$ cat src/rtl/fhc_pkg.sv
// fhc_pkg: constants, carriers and state types of the head and i/o control
package fhc_pkg;

   // =====================================================================
   // clock rate and timer width
   // =====================================================================
   localparam real CLK_MHZ = 25.0;
   localparam int TW = 24;

   // =====================================================================
   // times as printed, each in its own unit
   // =====================================================================
   localparam real SETTLE_MS = 18.0;
   localparam real SEEK_CMPL_MS = 15.8;
   localparam real UNLOAD_MS = 200.0;
   localparam real READY_MS = 480.0;
   localparam real T00_VALID_MS = 2.8;
   localparam real IDX_WIDTH_MS = 1.5;
   localparam real STEP_RATE_MS = 3.0;
   localparam real SIDE_US = 100.0;
   localparam real ERASE_HD_US = 650.0;
   localparam real ERASE_ND_US = 690.0;
   localparam real PB_WIDTH_US = 0.15;

   // =====================================================================
   // cycle counts derived from the times (least times round up)
   // =====================================================================
   localparam int SETTLE_CYC = int'($ceil(SETTLE_MS * 1000.0 * CLK_MHZ));
   localparam int SEEK_CMPL_CYC =
      int'($ceil(SEEK_CMPL_MS * 1000.0 * CLK_MHZ));
   localparam int UNLOAD_CYC = int'($ceil(UNLOAD_MS * 1000.0 * CLK_MHZ));
   localparam int READY_CYC = int'($ceil(READY_MS * 1000.0 * CLK_MHZ));
   localparam int T00_CYC = int'($ceil(T00_VALID_MS * 1000.0 * CLK_MHZ));
   localparam int IDX_CYC = int'($ceil(IDX_WIDTH_MS * 1000.0 * CLK_MHZ));
   localparam int RATE_CYC = int'($ceil(STEP_RATE_MS * 1000.0 * CLK_MHZ));
   localparam int SIDE_CYC = int'($ceil(SIDE_US * CLK_MHZ));
   localparam int ERASE_HD_CYC = int'($ceil(ERASE_HD_US * CLK_MHZ));
   localparam int ERASE_ND_CYC = int'($ceil(ERASE_ND_US * CLK_MHZ));
   localparam logic [2:0] PB_CYC = 3'(int'($ceil(PB_WIDTH_US * CLK_MHZ)));

   // =====================================================================
   // track limits
   // =====================================================================
   localparam logic [6:0] TRACK_ZERO = 7'h00;
   localparam logic [6:0] TRACK_LAST = 7'h51;

   // =====================================================================
   // register map and fields
   // =====================================================================
   localparam logic [11:0] ADDR_CTRL = 12'h000;
   localparam logic [11:0] ADDR_STAT = 12'h004;
   localparam int CTRL_HD_BIT = 0;
   localparam logic CTRL_HD_RST = 1'h1;
   localparam int STAT_HEAD_LSB = 0;
   localparam int STAT_TRACK_LSB = 8;
   localparam int STAT_PEND_LSB = 16;
   localparam int STAT_UNLOAD_BIT = 24;
   localparam int STAT_RECAL_BIT = 25;
   localparam int STAT_READY_BIT = 26;
   localparam int STAT_SEEKC_BIT = 27;
   localparam int STAT_WMODE_BIT = 28;

   // =====================================================================
   // types
   // =====================================================================
   typedef enum logic [1:0] {EX_IDLE, EX_RECAL, EX_REPLAY} fhc_ex_t;

   typedef struct packed {
      logic unit_choose_n;
      logic spindle_run_n;
      logic seek_way;
      logic head_move_pulse_n;
      logic record_enable_n;
      logic record_pulse_n;
      logic surface_choice;
   } fhc_host_in_t;

   typedef struct packed {
      logic outer_cylinder_flag_n;
      logic revolution_mark_n;
      logic playback_pulse_n;
      logic ready_n;
   } fhc_host_out_t;

   typedef struct packed {
      logic disk_present;
      logic record_inhibit;
      logic track0_sensor;
      logic index_detect;
      logic read_detect;
   } fhc_mech_in_t;

   typedef struct packed {
      logic step;
      logic step_out;
      logic write_pulse;
      logic write_mode;
      logic side1_sel;
   } fhc_mech_out_t;

   typedef struct packed {
      logic hmp_n_prev;
      logic wen_prev;
      logic wp_n_prev;
      logic side_prev;
      logic spin_prev;
      logic idx_prev;
      logic rd_prev;
      fhc_ex_t ex;
      logic [6:0] head_pos;
      logic [6:0] track;
      logic signed [7:0] pend;
      logic idx_seen;
      logic ready;
      logic [2:0] pb_cnt;
      logic mode_hd;
      fhc_host_out_t host_out;
      fhc_mech_out_t mech_out;
      logic [31:0] prdata;
      logic pready;
      logic pslverr;
   } fhc_st_t;

endpackage : fhc_pkg

$ cat src/rtl/fhc_timer.sv
// fhc_timer: reloadable down counter that flags when its interval ran out
`timescale 1ns/10ps
module fhc_timer #(
   parameter int W = 24
) (
   input wire logic clk,
   input wire logic rst_n,
   input wire logic start,
   input wire logic [W-1:0] load,
   output logic done
);

   typedef struct packed {
      logic [W-1:0] cnt;
   } fhc_tmr_st_t;

   fhc_tmr_st_t q;
   fhc_tmr_st_t d;

   // =====================================================================
   // counting
   // =====================================================================
   // start reloads, otherwise count down to zero and rest there
   always_comb begin
      d = q;
      if (start) begin
         d.cnt = load;
      end else if (q.cnt != '0) begin
         d.cnt = q.cnt - W'(1);
      end
   end

   // comes up expired so that nothing waits after reset
   always_ff @(posedge clk or negedge rst_n) begin
      if (!rst_n) begin
         q <= '0;
      end else begin
         q <= d;
      end
   end

   assign done = (q.cnt == '0);

endmodule : fhc_timer

$ cat src/rtl/fhc_head_io.sv
// fhc_head_io: head stepping, write qualification and read/index gating
`timescale 1ns/10ps
module fhc_head_io #(
   parameter int unsigned SETTLE_CYC = fhc_pkg::SETTLE_CYC,
   parameter int unsigned SEEK_CMPL_CYC = fhc_pkg::SEEK_CMPL_CYC,
   parameter int unsigned UNLOAD_CYC = fhc_pkg::UNLOAD_CYC,
   parameter int unsigned READY_CYC = fhc_pkg::READY_CYC,
   parameter int unsigned T00_CYC = fhc_pkg::T00_CYC,
   parameter int unsigned IDX_CYC = fhc_pkg::IDX_CYC,
   parameter int unsigned RATE_CYC = fhc_pkg::RATE_CYC,
   parameter int unsigned ERASE_HD_CYC = fhc_pkg::ERASE_HD_CYC,
   parameter int unsigned ERASE_ND_CYC = fhc_pkg::ERASE_ND_CYC
) (
   input wire logic pclk,
   input wire logic presetn,
   input wire logic psel,
   input wire logic penable,
   input wire logic pwrite,
   input wire logic [11:0] paddr,
   input wire logic [31:0] pwdata,
   output logic [31:0] prdata,
   output logic pready,
   output logic pslverr,
   input wire fhc_pkg::fhc_host_in_t host_in,
   output fhc_pkg::fhc_host_out_t host_out,
   input wire fhc_pkg::fhc_mech_in_t mech_in,
   output fhc_pkg::fhc_mech_out_t mech_out
);

   localparam int TW = fhc_pkg::TW;

   fhc_pkg::fhc_st_t q;
   fhc_pkg::fhc_st_t d;

   logic unit;
   logic spin;
   logic wen;
   logic step_edge;
   logic wp_fall;
   logic side_chg;
   logic spin_start;
   logic wen_fall;
   logic idx_rise;
   logic rd_rise;
   logic unloading;
   logic busy;
   logic flag_now;
   logic ignore;
   logic accept;
   logic rate_start;
   logic settle_done;
   logic seekc_done;
   logic unload_done;
   logic ready_done;
   logic t00_done;
   logic idx_done;
   logic rate_done;
   logic side_done;
   logic erase_done;
   logic [TW-1:0] erase_load;
   logic read_gate;
   logic [31:0] status;

   // =====================================================================
   // pin decoding and edges
   // =====================================================================
   // host pins are active low; edges are seen against last cycle's level
   assign unit = ~host_in.unit_choose_n;
   assign spin = ~host_in.spindle_run_n;
   assign wen = ~host_in.record_enable_n;
   assign step_edge = ~q.hmp_n_prev & host_in.head_move_pulse_n;
   assign wp_fall = q.wp_n_prev & ~host_in.record_pulse_n;
   assign side_chg = q.side_prev != host_in.surface_choice;
   assign spin_start = spin & ~q.spin_prev;
   assign wen_fall = q.wen_prev & ~wen;
   assign idx_rise = mech_in.index_detect & ~q.idx_prev;
   assign rd_rise = mech_in.read_detect & ~q.rd_prev;

   // =====================================================================
   // step qualification
   // =====================================================================
   // spindle counts as running one cycle after the pin, when its timer
   // has already been loaded
   assign unloading = ~mech_in.disk_present | ~q.spin_prev
      | ~unload_done;
   assign busy = unloading | (q.ex != fhc_pkg::EX_IDLE);
   assign flag_now = ~q.host_out.outer_cylinder_flag_n;
   assign ignore = (wen & ~mech_in.record_inhibit)
      | (flag_now & host_in.seek_way)
      | (~host_in.seek_way & (q.track == fhc_pkg::TRACK_LAST));
   assign accept = step_edge & unit & ~ignore;

   // =====================================================================
   // interval timers
   // =====================================================================
   // erase delay depends on the density mode chosen by software
   assign erase_load = q.mode_hd ? TW'(ERASE_HD_CYC) : TW'(ERASE_ND_CYC);

   fhc_timer #(.W(TW)) u_settle (
      .clk(pclk), .rst_n(presetn), .start(accept),
      .load(TW'(SETTLE_CYC)), .done(settle_done));
   fhc_timer #(.W(TW)) u_seekc (
      .clk(pclk), .rst_n(presetn), .start(accept),
      .load(TW'(SEEK_CMPL_CYC)), .done(seekc_done));
   fhc_timer #(.W(TW)) u_unload (
      .clk(pclk), .rst_n(presetn), .start(spin_start),
      .load(TW'(UNLOAD_CYC)), .done(unload_done));
   fhc_timer #(.W(TW)) u_ready (
      .clk(pclk), .rst_n(presetn), .start(spin_start),
      .load(TW'(READY_CYC)), .done(ready_done));
   fhc_timer #(.W(TW)) u_t00 (
      .clk(pclk), .rst_n(presetn), .start(accept),
      .load(TW'(T00_CYC)), .done(t00_done));
   fhc_timer #(.W(TW)) u_idx (
      .clk(pclk), .rst_n(presetn), .start(idx_rise),
      .load(TW'(IDX_CYC)), .done(idx_done));
   fhc_timer #(.W(TW)) u_rate (
      .clk(pclk), .rst_n(presetn), .start(rate_start),
      .load(TW'(RATE_CYC)), .done(rate_done));
   fhc_timer #(.W(TW)) u_side (
      .clk(pclk), .rst_n(presetn), .start(side_chg),
      .load(TW'(fhc_pkg::SIDE_CYC)), .done(side_done));
   fhc_timer #(.W(TW)) u_erase (
      .clk(pclk), .rst_n(presetn), .start(wen_fall),
      .load(erase_load), .done(erase_done));

   // =====================================================================
   // read gating and status word
   // =====================================================================
   // wen_prev blocks the fall cycle itself, before the erase timer loads
   assign read_gate = unit & q.ready & seekc_done & ~wen & ~q.wen_prev
      & erase_done & settle_done & side_done;

   always_comb begin
      status = '0;
      status[fhc_pkg::STAT_HEAD_LSB +: 7] = q.head_pos;
      status[fhc_pkg::STAT_TRACK_LSB +: 7] = q.track;
      status[fhc_pkg::STAT_PEND_LSB +: 8] = q.pend;
      status[fhc_pkg::STAT_UNLOAD_BIT] = unloading;
      status[fhc_pkg::STAT_RECAL_BIT] = q.ex == fhc_pkg::EX_RECAL;
      status[fhc_pkg::STAT_READY_BIT] = q.ready;
      status[fhc_pkg::STAT_SEEKC_BIT] = seekc_done;
      status[fhc_pkg::STAT_WMODE_BIT] = q.mech_out.write_mode;
   end

   // =====================================================================
   // next state
   // =====================================================================
   always_comb begin
      d = q;
      rate_start = 1'b0;
      d.hmp_n_prev = host_in.head_move_pulse_n;
      d.wen_prev = wen;
      d.wp_n_prev = host_in.record_pulse_n;
      d.side_prev = host_in.surface_choice;
      d.spin_prev = spin;
      d.idx_prev = mech_in.index_detect;
      d.rd_prev = mech_in.read_detect;
      d.mech_out.step = 1'b0;

      // accepted step: move at once when idle, else only count it
      if (accept) begin
         d.mech_out.step_out = host_in.seek_way;
         if (host_in.seek_way) begin
            if (q.track != fhc_pkg::TRACK_ZERO) begin
               d.track = q.track - 7'h01;
            end
         end else begin
            d.track = q.track + 7'h01;
         end
         if (busy) begin
            d.pend = host_in.seek_way ? q.pend - 8'sh01 : q.pend + 8'sh01;
         end else begin
            d.mech_out.step = 1'b1;
            if (host_in.seek_way) begin
               if (q.head_pos != fhc_pkg::TRACK_ZERO) begin
                  d.head_pos = q.head_pos - 7'h01;
               end
            end else begin
               d.head_pos = q.head_pos + 7'h01;
            end
         end
      end

      // deferred head movement once loading is complete
      case (q.ex)
         fhc_pkg::EX_RECAL: begin
            if (!unloading) begin
               if (mech_in.track0_sensor) begin
                  d.head_pos = fhc_pkg::TRACK_ZERO;
                  d.track = fhc_pkg::TRACK_ZERO;
                  d.ex = fhc_pkg::EX_REPLAY;
                  rate_start = 1'b1;
               end else if (rate_done) begin
                  d.mech_out.step = 1'b1;
                  d.mech_out.step_out = 1'b1;
                  rate_start = 1'b1;
               end
            end
         end
         fhc_pkg::EX_REPLAY: begin
            if (!unloading && rate_done) begin
               if (q.pend == 8'sh00) begin
                  d.ex = fhc_pkg::EX_IDLE;
                  d.track = q.head_pos;
               end else begin
                  d.mech_out.step = 1'b1;
                  d.mech_out.step_out = q.pend[7];
                  rate_start = 1'b1;
                  if (q.pend[7]) begin
                     d.pend = q.pend + 8'sh01;
                     if (q.head_pos != fhc_pkg::TRACK_ZERO) begin
                        d.head_pos = q.head_pos - 7'h01;
                     end
                  end else begin
                     d.pend = q.pend - 8'sh01;
                     d.head_pos = q.head_pos + 7'h01;
                  end
               end
            end
         end
         fhc_pkg::EX_IDLE: begin
            if (!unloading && q.pend != 8'sh00) begin
               d.ex = fhc_pkg::EX_REPLAY;
               rate_start = 1'b1;
            end
         end
         default: begin
            d.ex = fhc_pkg::EX_RECAL;
         end
      endcase

      // outer track flag: counter while unloading, sensor during recal, head otherwise
      if (t00_done) begin
         if (unloading) begin
            d.host_out.outer_cylinder_flag_n =
               q.track != fhc_pkg::TRACK_ZERO;
         end else if (q.ex == fhc_pkg::EX_RECAL) begin
            d.host_out.outer_cylinder_flag_n = ~mech_in.track0_sensor;
         end else begin
            d.host_out.outer_cylinder_flag_n =
               q.head_pos != fhc_pkg::TRACK_ZERO;
         end
      end

      // ready state: disk, spindle long enough, index seen since start
      if (spin_start) begin
         d.idx_seen = 1'b0;
      end else if (idx_rise && q.spin_prev) begin
         d.idx_seen = 1'b1;
      end
      d.ready = mech_in.disk_present & q.spin_prev & ready_done
         & q.idx_seen;
      d.host_out.ready_n = ~d.ready;

      // index pulse window gated by unit, ready and seek complete
      d.host_out.revolution_mark_n = ~(~idx_done & unit & q.ready
         & seekc_done);

      // playback pulse stretched to its least width
      if (rd_rise && read_gate) begin
         d.pb_cnt = fhc_pkg::PB_CYC;
      end else if (q.pb_cnt != 3'h0) begin
         d.pb_cnt = q.pb_cnt - 3'h1;
      end
      d.host_out.playback_pulse_n = d.pb_cnt == 3'h0;

      // write path and head select
      d.mech_out.write_mode = wen & unit & ~mech_in.record_inhibit;
      d.mech_out.write_pulse = wp_fall & wen
         & ~mech_in.record_inhibit;
      d.mech_out.side1_sel = ~host_in.surface_choice;

      // apb slave: answer one cycle into the access phase
      d.pready = 1'b0;
      d.pslverr = 1'b0;
      if (psel && penable && !q.pready) begin
         d.pready = 1'b1;
         case (paddr)
            fhc_pkg::ADDR_CTRL: begin
               d.prdata = {31'h0, q.mode_hd};
            end
            fhc_pkg::ADDR_STAT: begin
               d.prdata = status;
            end
            default: begin
               d.prdata = 32'h0;
               d.pslverr = 1'b1;
            end
         endcase
      end
      if (psel && penable && q.pready && pwrite
         && paddr == fhc_pkg::ADDR_CTRL) begin
         d.mode_hd = pwdata[fhc_pkg::CTRL_HD_BIT];
      end
   end

   // =====================================================================
   // state register
   // =====================================================================
   always_ff @(posedge pclk or negedge presetn) begin
      if (!presetn) begin
         q <= '0;
         q.hmp_n_prev <= 1'b1;
         q.wp_n_prev <= 1'b1;
         q.side_prev <= 1'b1; // idle pin level, no false surface change
         q.ex <= fhc_pkg::EX_RECAL;
         q.mode_hd <= fhc_pkg::CTRL_HD_RST;
         q.host_out <= '1;
      end else begin
         q <= d;
      end
   end

   // =====================================================================
   // outputs
   // =====================================================================
   assign host_out = q.host_out;
   assign mech_out = q.mech_out;
   assign prdata = q.prdata;
   assign pready = q.pready;
   assign pslverr = q.pslverr;

endmodule : fhc_head_io

$ cat config.mk
export PLATFORM = sky130hd
export DESIGN_NAME = fhc_head_io
export DESIGN_NICKNAME = d
export VERILOG_FILES = /design/src/rtl/fhc_pkg.sv /design/src/rtl/fhc_timer.sv /design/src/rtl/fhc_head_io.sv
export SDC_FILE = /design/constraint.sdc
export NUM_CORES = 1
export LEC_CHECK = 0
export BUFFER_PORTS_ARGS = -buffer_cell sky130_fd_sc_hd__buf_2
export CORE_MARGIN = 5
export CORE_UTILIZATION = 40
export DETAILED_ROUTE_END_ITERATION = 8
export PLACE_DENSITY = 0.54
export SETUP_SLACK_MARGIN = 0.2
export SLEW_MARGIN = 40
export SYNTH_ARGS = -nofsm -noshare
export SYNTH_HDL_FRONTEND = slang
export SYNTH_SLANG_ARGS = --single-unit
$ cat constraint.sdc
create_clock -name pclk -period 4.5 [get_ports pclk]
set_clock_uncertainty 0.15 [all_clocks]
set_input_delay 0.9 -clock pclk [delete_from_list [all_inputs] [get_ports pclk]]
set_output_delay 0.9 -clock pclk [all_outputs]
set_load 0.05 [all_outputs]
### After elaboration in Yosys (flattened, before gate mapping)

Index checks and enable logic that the tools add are counted.

* input bits: 61
* logic and storage cells: 230
* output and inout bits: 43
* bits in registers: 293

* add/subtract/negate cells: 16
* reduce and logical (&&, ||, !) cells: 50
* mux-type cells: 65
* bitwise operators: 53
* equality and inequality tests: 10

Operators by type and width (count)
* $mux W24: 19
* $logic_not A24 Y1: 9
* $reduce_bool A24 Y1: 9
* $sub A24 B1 Y24 const B: 9
* $mux W7: 9
* $pmux W29 S2: 1
* $mux W8: 5
* $mux W16: 2
* $and A1 B1 Y1: 28
* $pmux W14 S2: 1
* $mux W22: 1
* $reduce_bool A2 Y1: 11
* $not A1 Y1: 20
* $mux W2: 9
* $mux W15: 1
* $add A7 B1 Y7 const B: 2
* $reduce_bool A7 Y1: 2
* $sub A7 B1 Y7 const B: 2
* $eq A12 B3 Y1 const B: 1
* $logic_not A12 Y1: 1
* $mux W1: 12
* $ne A2 B2 Y1 const B: 5
* $logic_and A1 B1 Y1: 9
* $add A8 B2 Y8 const B: 1
* other kinds (19): 25

### Logic depth before layout (Yosys ltp)

* word-level depth: 12
* depth in mapped cells: 11
* depth with buffers taken out: 9

### By module

From an unflattened synthesis, not the netlist that was laid out.

* cell total of the unflattened synthesis: 1952
* area, all modules: 18258.8 sq um

By module, submodules not included
* fhc_timer at u_erase ...: cells an instance 164, instances 5, area an instance 1506.4 sq um, seq. area each 600.6 sq um
* fhc_head_io: cells an instance 540, instances 1, area an instance 4894.7 sq um, seq. area each 1888.1 sq um
* fhc_timer at u_settle ...: cells an instance 147, instances 3, area an instance 1451.4 sq um, seq. area each 600.6 sq um
* fhc_timer at u_unload: cells an instance 151, instances 1, area an instance 1477.7 sq um, seq. area each 600.6 sq um

### Least setup slack after synthesis

No wires, ideal clock.

* kind: register -> register
* from: reg q[49] in the netlist's numbering
* to: reg q[51] in the netlist's numbering
* path buffers: 0
* library setup time: 0.080 ns
* slack: 1.799 ns
* stages on the path, launching flop included: 10
* data arrival time: 2.472 ns
* cell sequence: dfrtp_1 inv_1 ha_1 or3b_2 nor4b_1 nor3_2 nand3_2 mux2i_1 a2bb2oi_1 xnor2_1

RTL lines
* start: declaration: line fhc_head_io.sv:32 `fhc_pkg::fhc_st_t q;`

==> flow_summary.json <==
{
  "nets": 1765,
  "power_mw": 6.97,
  "ioPinCount": 104,
  "synth_cells": 1650,
  "peakVddDrop_uv": 266,
  "drc": 0,
  "yosys.area.top_type": "dfrtp_1",
  "drt_iter0_drc": 794,
  "post-cts-setup-buffers": 0,
  "die_w_um": 207,
  "drt_wl_total_um": 34500,
  "synth_flop_cell": "dfrtp_1",
  "cellPowerDensity_nw_per_um2": 404,
  "clock_latency_ns": 0.54,
  "fmax_mhz": 301,
  "seq_area_sq_um": 7290,
  "worstPathMaxFanout": 7,
  "vias": 11783,
  "track_usage_pct": 16.6,
  "clock_path_buffers": 3,
  "dp_hpwl_um": 23100,
  "ant_nets": 0,
  "synth_cell_types": 85,
  "portBuffers": 67,
  "grt_max_degree": 87,
  "yosysMostFrequentCell": "dfrtp_1",
  "crit_type": "reg -> reg",
  "yosys_register_bits": 291,
  "r2r_end": "q[61]$_DFF_PN0_",
  "yosys-top-cells-count": "dfrtp_1 (282), nor2_1 (201), nand2_1 (171), xnor2_1 (94), xor2_1 (81)",
  "r2r-start": "q[49]$_DFF_PN0_",
  "gp_congestion": 0.873,
  "cts_buffers": 35,
  "cts_tree": "done",
  "startpoint_type": "flip-flop",
  "die_height_um": 207,
  "reg2reg_slack_ns": 1.18,
  "fin_tns_setup_ns": 0,
  "hold_viol": 0,
  "async_flop_share_pct": 100,
  "first_global_vias": 11622,
  "setup_violations": 0,
  "holdBufCountCts": 0,
  "start_util_pct": 40.2,
  "htreeDepth": 2,
  "fp.coreArea_sq_um": 38500,
  "dr.pass1.iters": 5,
  "yosys-top-cells-area": "dfrtp_1 (46%), xnor2_1 (5.3%), nor2_1 (4.9%)",
  "final_area_sq_um": 17300,
  "dieArea_sq_um": 42700,
  "avgViaCountPerCell": 5.31,
  "syn2layout_area_growth_pct": 11.5,
  "synth_edf_count": 0,
  "p_leak_nw": 7.06,
  "finalCritPeriodShare_pct": 73.7,
  "multi_input_area_sq_um": 7490,
  "syn_area_sq_um": 15500,
  "max_slew_margin_pct": 49.2,
  "diodes": 0,
  "status": "finished clean",
  "critPathRequiredTime_ns": 4.78,
  "slew_violations": 0,
  "fillers": 3700,
  "grt_overflow": 0,
  "antenna_found_initial": 0,
  "fin_cells": 2219,
  "drive_gt1_share_pct": 11.1,
  "fin_crit_ns": 3.32,
  "placedInstanceArea_sq_um": 16100,
  "cp-end-kind": "flip-flop",
  "root_buffer": "clkbuf_16",
  "rows": 72,
  "yosysSeqAreaShare_pct": 47.1,
  "hold_class": "in -> async",
  "finalWorstSetupSlack_ns": 1.18,
  "utilization_pct": 44.9,
  "ctsResizeCount": 0,
  "ff2ff_path_depth": 8,
  "dpl.cell_count": 2156,
  "path_clk_slew_ns": 0.05,
  "clock_sinks": 291,
  "wl_per_cell_um": 15.6,
  "syn_area_per_cell_sq_um": 9.38,
  "synth_top_area_share_pct": 45.6,
  "cap_violations": 0,
  "ys_warn_count": 0,
  "cp_data_arrival_time_ns": 3.59,
  "fin_hold_ws_ns": 0.200,
  "grt_setup_unrepaired": "no",
  "grt_pass1_wl_um": 58900,
  "worst_pin_slew_ns": 0.762,
  "place_ws_ns": 1.11
}
==> area by class of cell <==
class / instances / share of cell area (%)
inverter: 52 / 1.13
timing repair buffer: 83 / 2.99
tap: 518 / 3.76
multi-input combinational: 1212 / 43.4
clock inverter: 13 / 0.878
clock buffer: 50 / 5.58
sequential: 291 / 42.3
==> kinds of logic (layout without fill, tap and decap cells) <==
group | Yosys count | count (layout) | synth area share (%)
buffers and inverters | 151 | 198 | 4.75
XOR/XNOR | 175 | 175 | 9.91
adder cells (fa/ha/maj) | 29 | 29 | 2.35
other | 1 | 5 | 0.0242
multiplexers | 11 | 11 | 0.736
flip-flops | 291 | 291 | 47.1
AO/OA/AOI/OAI | 233 | 233 | 9.82
AND/OR/NAND/NOR | 759 | 759 | 25.3
==> where the power goes <==
| group | internal, mW | switching [mW] | total (mW) | leakage (nW) |
|---|---|---|---|---|
| Clock | 1.67 | 1.11 | 2.78 | 0.550 |
| Sequential | 2.87 | 0.294 | 3.17 | 3.51 |
| Combinational | 0.423 | 0.598 | 1.02 | 3.00 |
==> layer usage <==
layer	vias up	wire, um	track usage (%)
li1	5785	-	-
met3	55	1720	3.11
met2	230	15100	25.4
met1	5713	17000	24.1
met5	-	0	0
met4	0	748	4.90
==> worst max-delay path by stage <==
stage                          startpoint               to  cells after the start
after floorplan           q[49]$_DFF_PN0_  q[51]$_DFF_PN0_                      9
after global placement         host_in[4]  q[51]$_DFF_PN0_                      8
after detailed placement       host_in[4]  q[51]$_DFF_PN0_                      8
after CTS                 q[49]$_DFF_PN0_  q[61]$_DFF_PN0_                      8
after global routing      q[49]$_DFF_PN0_  q[60]$_DFF_PN0_                      8
final                     q[49]$_DFF_PN0_  q[61]$_DFF_PN0_                      8
==> sequential cells by signal, indices dropped and copies added, names as in the netlist <==
signal and flops:
prdata 27, u_ready.q 24, pslverr 1, host_out 4, u_seekc.q 24, u_side.q 24
u_idx.q 24, pready 1, u_settle.q 24, mech_out 5, u_t00.q 24, u_rate.q 24
q 37, u_erase.q 24, u_unload.q 24
==> worst max-delay path, stage by stage, from the launching register on <==
cell	delay [ns]
dfrtp_1	0.41
inv_1	0.14
ha_1	0.21
or3b_2	0.50
nor4b_1	0.60
nand3_1	0.24
a21oi_1	0.67
a21oi_1	0.10
a21o_1	0.18
==> placed cells by master (no fill, tap or decap), types with 24 or more instances in the layout <==
cell / instances
a21oi_1: 59
buf_2: 66
clkbuf_16: 35
dfrtp_1: 282
ha_1: 29
inv_1: 52
nand2_1: 171
nand3_1: 55
nand4_1: 24
nor2_1: 199
nor3_1: 76
nor4_1: 40
o21ai_0: 54
or3_1: 43
xnor2_1: 94
xor2_1: 81
No activity file was read; power rests on OpenSTA's default activity.
